File: config.mk
export PLATFORM = sky130hd
export DESIGN_NAME = serial_dac_input_load
export DESIGN_NICKNAME = d
export VERILOG_FILES = /design/src/verilog/dac_load_pkg.sv /design/src/verilog/link_if.sv /design/src/verilog/pin_sampler.sv /design/src/verilog/serial_dac_input_load.sv
export VERILOG_INCLUDE_DIRS = /design/src /design/src/verilog
export SDC_FILE = /design/constraint.sdc
export NUM_CORES = 1
export LEC_CHECK = 0
export BUFFER_PORTS_ARGS = -buffer_cell sky130_fd_sc_hd__buf_2
export CAP_MARGIN = 10
export CORE_MARGIN = 2
export CORE_UTILIZATION = 56
export CTS_CLUSTER_SIZE = 24
export DETAILED_ROUTE_END_ITERATION = 10
export GPL_ROUTABILITY_DRIVEN = 0
export HOLD_SLACK_MARGIN = 0.08
export PLACE_DENSITY = 0.79
export RECOVER_POWER = 100
export SYNTH_ARGS = -nofsm -noshare
export SYNTH_HDL_FRONTEND = slang
export SYNTH_SLANG_ARGS = --single-unit
File: constraint.sdc
create_clock -name sys_clk_in -period 2.31 [get_ports sys_clk_in]
set_clock_uncertainty 0.1 [all_clocks]
set_input_delay 0.231 -clock sys_clk_in [delete_from_list [all_inputs] [get_ports sys_clk_in]]
set_output_delay 0.231 -clock sys_clk_in [all_outputs]
set_load 0.005 [all_outputs]
File: src/verilog/dac_load_regs.svh
// Constants for the serial converter load front end
`ifndef DAC_LOAD_REGS_SVH
`define DAC_LOAD_REGS_SVH

// Converter word width and its zero-scale code
`define DAC_WORD_BITS 16
`define DAC_ZERO_CODE 16'h0000

// Bit counter width and its saturation value
`define DAC_CNT_BITS 5
`define DAC_CNT_MAX 5'h1f
`define DAC_CNT_FULL 5'h10
`define DAC_CNT_ZERO 5'h00

// Pin bundle: positions inside the synchroniser vector
`define PIN_FRAME 0
`define PIN_SCLK 1
`define PIN_DATA 2
`define PIN_LOAD 3
`define PIN_CLEAR 4
`define PIN_COUNT 5
// Idle levels: frame, load and clear high, clock and data low
`define PIN_IDLE 5'h19

`endif

File: src/verilog/dac_load_pkg.sv
// Types shared by the serial converter load front end
package dac_load_pkg;
`include "dac_load_regs.svh"

    typedef logic [`DAC_WORD_BITS-1:0] word_t;
    typedef logic [`DAC_CNT_BITS-1:0] bit_cnt_t;
    typedef enum logic [0:0] {ST_IDLE, ST_SHIFT} link_state_t;

endpackage

File: src/verilog/link_if.sv
// Synchronised pin levels and edge pulses from sampler to core
interface link_if;
    logic frame_n;
    logic data;
    logic load_n;
    logic clear_n;
    logic sclk_rise;
    logic frame_start;
    logic frame_end;
    logic load_fall;
    logic clear_fall;

    modport sampler (
        output frame_n, data, load_n, clear_n,
        output sclk_rise, frame_start, frame_end, load_fall, clear_fall
    );
    modport core (
        input frame_n, data, load_n, clear_n,
        input sclk_rise, frame_start, frame_end, load_fall, clear_fall
    );
endinterface

File: src/verilog/pin_sampler.sv
// Two-stage synchronisers and edge detection for the link pins
`include "dac_load_regs.svh"
module pin_sampler
    import dac_load_pkg::*;
(
    input wire logic sys_clk_in,
    input wire logic rst_in,
    input wire logic [`PIN_COUNT-1:0] pins_in,
    link_if.sampler lnk
);
    // ******************************************************
    // Synchronisers
    // ******************************************************
    logic [`PIN_COUNT-1:0] meta_q;
    logic [`PIN_COUNT-1:0] sync_q;
    logic [`PIN_COUNT-1:0] prev_q;
    logic [`PIN_COUNT-1:0] meta_d;
    logic [`PIN_COUNT-1:0] sync_d;
    logic [`PIN_COUNT-1:0] prev_d;

    // Edges are found on the second stage only, never the first
    genvar gi;
    generate
        for (gi = 0; gi < `PIN_COUNT; gi++) begin : g_sync
            always_comb begin
                meta_d[gi] = pins_in[gi];
                sync_d[gi] = meta_q[gi];
                prev_d[gi] = sync_q[gi];
            end
        end
    endgenerate

    // Idle levels at reset so no false edge appears on release
    always_ff @(posedge sys_clk_in or posedge rst_in) begin
        if (rst_in) begin
            meta_q <= `PIN_IDLE;
            sync_q <= `PIN_IDLE;
            prev_q <= `PIN_IDLE;
        end else begin
            meta_q <= meta_d;
            sync_q <= sync_d;
            prev_q <= prev_d;
        end
    end

    // ******************************************************
    // Levels and edge pulses
    // ******************************************************
    assign lnk.frame_n = sync_q[`PIN_FRAME];
    assign lnk.data = sync_q[`PIN_DATA];
    assign lnk.load_n = sync_q[`PIN_LOAD];
    assign lnk.clear_n = sync_q[`PIN_CLEAR];
    assign lnk.sclk_rise = sync_q[`PIN_SCLK] & ~prev_q[`PIN_SCLK];
    assign lnk.frame_start = ~sync_q[`PIN_FRAME] & prev_q[`PIN_FRAME];
    assign lnk.frame_end = sync_q[`PIN_FRAME] & ~prev_q[`PIN_FRAME];
    assign lnk.load_fall = ~sync_q[`PIN_LOAD] & prev_q[`PIN_LOAD];
    assign lnk.clear_fall = ~sync_q[`PIN_CLEAR] & prev_q[`PIN_CLEAR];
endmodule

File: src/verilog/serial_dac_input_load.sv
// Serial input register and converter register of a 16-bit converter
`include "dac_load_regs.svh"
// Overview of operation
// - Serial bits are accepted only inside a frame, frame select low.
// - Data is shifted in on each rising serial clock edge.
// - Words are sixteen bits; the serial input register holds sixteen bits.
// - A falling load strobe copies the serial register into the converter register.
// - The clear input acts on its falling edge, independent of serial clock.
// - While clear is low, load strobes are ignored.
// - Clear sets both serial and converter registers to zero scale.
// - Words shift most significant bit first.
// - Frame end after sixteen bits loads the converter when strobe is low.
// - Clock and data toggles outside a frame have no effect.
// - Reset puts both registers at zero scale, output at zero volts.
module serial_dac_input_load
    import dac_load_pkg::*;
(
    input wire logic sys_clk_in,
    input wire logic rst_in,
    input wire logic frame_sel_n_in,
    input wire logic sclk_in,
    input wire logic sdata_in,
    input wire logic load_strobe_n_in,
    input wire logic async_clear_n_in,
    output dac_load_pkg::word_t dac_code_out,
    output dac_load_pkg::word_t input_word_out,
    output logic frame_active_out
);
    import dac_load_pkg::*;

    // ******************************************************
    // Pin sampling
    // ******************************************************
    link_if lnk ();
    logic [`PIN_COUNT-1:0] pins;

    // The serial clock is sampled, not used as a clock: 80 ns link
    // period leaves many system cycles per half period
    always_comb begin
        pins = '0;
        pins[`PIN_FRAME] = frame_sel_n_in;
        pins[`PIN_SCLK] = sclk_in;
        pins[`PIN_DATA] = sdata_in;
        pins[`PIN_LOAD] = load_strobe_n_in;
        pins[`PIN_CLEAR] = async_clear_n_in;
    end

    pin_sampler u_sampler (
        .sys_clk_in(sys_clk_in),
        .rst_in(rst_in),
        .pins_in(pins),
        .lnk(lnk.sampler)
    );

    // ******************************************************
    // Link state and registers
    // ******************************************************
    link_state_t state_q;
    link_state_t state_d;
    word_t shift_q;
    word_t shift_d;
    word_t dac_q;
    word_t dac_d;
    bit_cnt_t cnt_q;
    bit_cnt_t cnt_d;
    logic load_ok;

    // Strobes count only while clear is released and not falling
    assign load_ok = lnk.clear_n & ~lnk.clear_fall;

    // Next-state logic; clear is applied last so it outranks shifts and loads,
    // while a frame that opens in the same cycle is still tracked
    always_comb begin
        state_d = state_q;
        shift_d = shift_q;
        dac_d = dac_q;
        cnt_d = cnt_q;
        if (lnk.load_fall && load_ok) begin
            dac_d = shift_q;
        end
        case (state_q)
            ST_IDLE: begin
                // Toggles outside a frame are simply dropped
                if (lnk.frame_start) begin
                    state_d = ST_SHIFT;
                    cnt_d = `DAC_CNT_ZERO;
                end
            end
            ST_SHIFT: begin
                if (lnk.frame_end) begin
                    state_d = ST_IDLE;
                    // Short or long frames do not load the converter at frame end
                    if (cnt_q == `DAC_CNT_FULL && !lnk.load_n && load_ok) begin
                        dac_d = shift_q;
                    end
                end else if (lnk.sclk_rise && !lnk.frame_n) begin
                    // Extra bits push out the oldest, keeping the last 16
                    shift_d = {shift_q[`DAC_WORD_BITS-2:0], lnk.data};
                    if (cnt_q != `DAC_CNT_MAX) begin
                        cnt_d = bit_cnt_t'(cnt_q + 5'h01);
                    end
                end
            end
            default: begin
                state_d = ST_IDLE;
            end
        endcase
        // Clear zeroes both registers whatever else happens this cycle
        if (lnk.clear_fall) begin
            shift_d = `DAC_ZERO_CODE;
            dac_d = `DAC_ZERO_CODE;
        end
    end

    // Registers only; zero scale after reset puts the output at 0 V
    always_ff @(posedge sys_clk_in or posedge rst_in) begin
        if (rst_in) begin
            state_q <= ST_IDLE;
            shift_q <= `DAC_ZERO_CODE;
            dac_q <= `DAC_ZERO_CODE;
            cnt_q <= `DAC_CNT_ZERO;
        end else begin
            state_q <= state_d;
            shift_q <= shift_d;
            dac_q <= dac_d;
            cnt_q <= cnt_d;
        end
    end

    // ******************************************************
    // Outputs
    // ******************************************************
    // All outputs come straight from flip-flops
    assign dac_code_out = dac_q;
    assign input_word_out = shift_q;
    assign frame_active_out = (state_q == ST_SHIFT);
endmodule

==> results.cfg <==
[yosys]
async_reset_ff_share_pct = 100
synth_edf_count = 0
syn_nets = 279
synth_cell_types = 30
ys_ff_latch = 52
synth_flop_cell = dfrtp_1
seq_area_frac_synth_pct = 51.3
syn_area_um2 = 2560
yosysWarnings = 0
synth_area_per_cell_um2 = 9.51
netlist_instances = 269

[cells_and_area]
layout-drive-gt1-share_pct = 24.7
num_antenna_cells = 0
nets = 317
areaGrowthSynthToFinish_pct = 12.6

[global_routing]
grt_max_degree = 53
overflow = 0
grt_pass1_vias = 1886
antenna_found_initial = 0
grt_pass1_wl_um = 8710
grt_usage_pct = 21.8

[route]
drt_iter0_markers = 227
drc = 0
drt_pass1_iterations = 5
finalWirelength_um = 5320
ant_nets = 0
viasPerCell = 5.80
vias = 2088
detail_route.wl_per_cell_um = 14.8

[run_status]
status = finished clean

[die]
die_h_um = 71.6
die_area_um2 = 5130
io_pins = 40
core_um2 = 4380
rows = 24
die_w_um = 71.6
initial_core_util_pct = 58.4

[sta]
fmax_mhz = 516
rsz0062_at_grt = false
finalSetupViolCount = 0
maxSlewHeadroom_pct = 18.0
fin_crit_sh_pct = 83.9
fin_crit_ps = 1940
worst_slew_pin_slew_ps = 1230
slew_violations = 0
finalHoldViolCount = 0
layout_setup_ws_ps = 372
setup_tns_ps = 0

[critical_path]
path_buf_inv = 0
path_delay_family = flip-flops
endpoint_kind = flop
max_stage_delay_ps = 1130
path_class = reg2reg
crit_slowest_cell = dfstp_1
startpoint_type = flop
ff2ff_setup_slack_ps = 370
crit_chain = o21ai_0 -> a22oi_1 -> o211ai_2
reg2reg_depth = 3
r2r_end = dac_code_out[9]
worst_ep_arrival_time_ps = 2030
crit_fanout = 34
crit_required_ps = 2410
rr_startpoint = u_sampler.prev_d[3]

[min_path]
hold_depth = 0
hold_class = reg2reg
worst_hold_path.endpoint = u_sampler.prev_d[1]
min_from = u_sampler.meta_q[1]

[clock_network]
cts_sinks = 52
clk_path_buf_depth = 2
postCtsSetupRepairBufs = 0
tritoncts = done
cts_resized = 0
cts_buffers = 5
cts.root.buffer_cell = clkbuf_8
htree_levels = 2
cts_hold_buffers = 6
clk_latency_ps = 320
path_clk_slew_ps = 100

[power]
power.leakage_nw = 1.27
cellPowerDensity_nw_per_um2 = 570
max-vdd-ir-drop_mv = 0.492

[placed_design]
hpwlAfterDp_um = 3380
pre_cts_ws_ps = 400
io_buffers = 39

[run]
maxCapViolCount = 0
## stage by stage
stage / utilization, % / cell area (um^2) / hold WS [ps] / total power (W) / std cells
2_1_floorplan: - / 2560 / 135 / 0.00107 / 269
3_3_place_gp: 62.6 / 2740 / 232 / 0.00111 / 346
3_5_place_dp: 62.6 / 2740 / 238 / 0.00111 / 346
4_1_cts: 66.2 / 2900 / 261 / 0.00166 / 360
5_1_grt: 65.7 / 2880 / 267 / 0.00171 / 360
6_report: 65.7 / 2880 / 257 / 0.00164 / 360
## how the worst max path moves through the flow
stage | slack [ps] | cells past startpoint | startpoint | endpoint
final | 370 | 3 | u_sampler.prev_d[3] | dac_code_out[9]
after detailed placement | 400 | 7 | cnt_q[0] | dac_code_out[9]
after CTS | 390 | 7 | cnt_q[0] | dac_code_out[9]
after global routing | 130 | 3 | u_sampler.prev_d[3] | dac_code_out[5]
after global placement | 440 | 7 | cnt_q[0] | dac_code_out[15]
after floorplan | 580 | 8 | cnt_q[0] | dac_code_out[1]
## cells in the mapped netlist (2+ instances only)
| cell | count | area (um^2) |
|---|---|---|
| clkbuf_1 | 11 | 41.3 |
| inv_1 | 4 | 15.0 |
| buf_6 | 2 | 22.5 |
| ha_1 | 3 | 37.5 |
| dfstp_2 | 9 | 236 |
| nand2_1 | 85 | 319 |
| a21oi_1 | 16 | 80.1 |
| dfrtp_1 | 43 | 1080 |
| buf_2 | 6 | 30.0 |
| nand3b_1 | 2 | 15.0 |
| nand3_1 | 17 | 85.1 |
| a22oi_1 | 16 | 120 |
| o211ai_2 | 16 | 200 |
| nor2_1 | 2 | 7.51 |
| buf_12 | 2 | 40.0 |
| nand3_2 | 4 | 40.0 |
| nor2b_1 | 2 | 12.5 |
| o21ai_0 | 17 | 85.1 |
## cell type report
| type | instances | area (um^2) |
|---|---|---|
| inverters | 4 | 15.0 |
| fillers | 356 | 1500 |
| multi-input cells | 192 | 1100 |
| clock inverters | 3 | 27.5 |
| repair buffers | 52 | 295 |
| flip-flops and latches | 52 | 1310 |
| clock buffers | 5 | 68.8 |
| well taps | 52 | 65.1 |
## sequential cells by signal, indices dropped and copies added, names as in the netlist
register and count:
cnt_q 5, dac_code_out 16, frame_active_out 1, input_word_out 16, u_sampler.meta_q 5, u_sampler.prev_d 5, u_sampler.prev_q 4
## worst reg2reg max path, stage by stage, from the launching register on
cell,delay [ps]
dfstp_1,1130
o21ai_0,250
a22oi_1,210
o211ai_2,120
## power by group
group	internal [W]	total [W]	leakage [nW]	switching (W)
clock	0.000223	0.000547	0.0463	0.000324
sequential	0.000945	0.000989	0.675	0.0000442
combinational	0.0000408	0.000106	0.553	0.0000652
## layout by cell type (no fill, tap or decap), types with 2 or more instances in the layout
cell type and count:
a21oi_1 16, a22oi_1 16, buf_2 34, buf_4 5
clkbuf_1 5, clkbuf_8 5, dfrtp_1 43, dfstp_1 2
dfstp_2 7, dlygate4sd3_1 6, ha_1 3, inv_1 4
nand2_1 85, nand3_1 17, nand3_2 4, nand3b_1 2
nor2_1 2, nor2b_1 2, o211ai_2 16, o21ai_0 17
## cells by family (layout without fill, tap and decap cells)
family          after synthesis  count (layout)  share of synthesized area (%)
simple gates                121             121                           21.4
compound gates               66              66                           19.3
flops                        52              52                           51.3
buf+inv                      25              64                           5.82
fa+ha+maj                     4               4                           1.86
xor+xnor                      1               1                          0.342
## layer usage
metal	track usage, %	vias to the layer above	wire length, um
li1	-	1010	-
met1	30.5	1001	2370
met2	33.1	72	2580
met3	4.08	5	313
met4	10.1	0	59
met5	0	-	0
No activity file was read; power rests on OpenSTA's default activity.
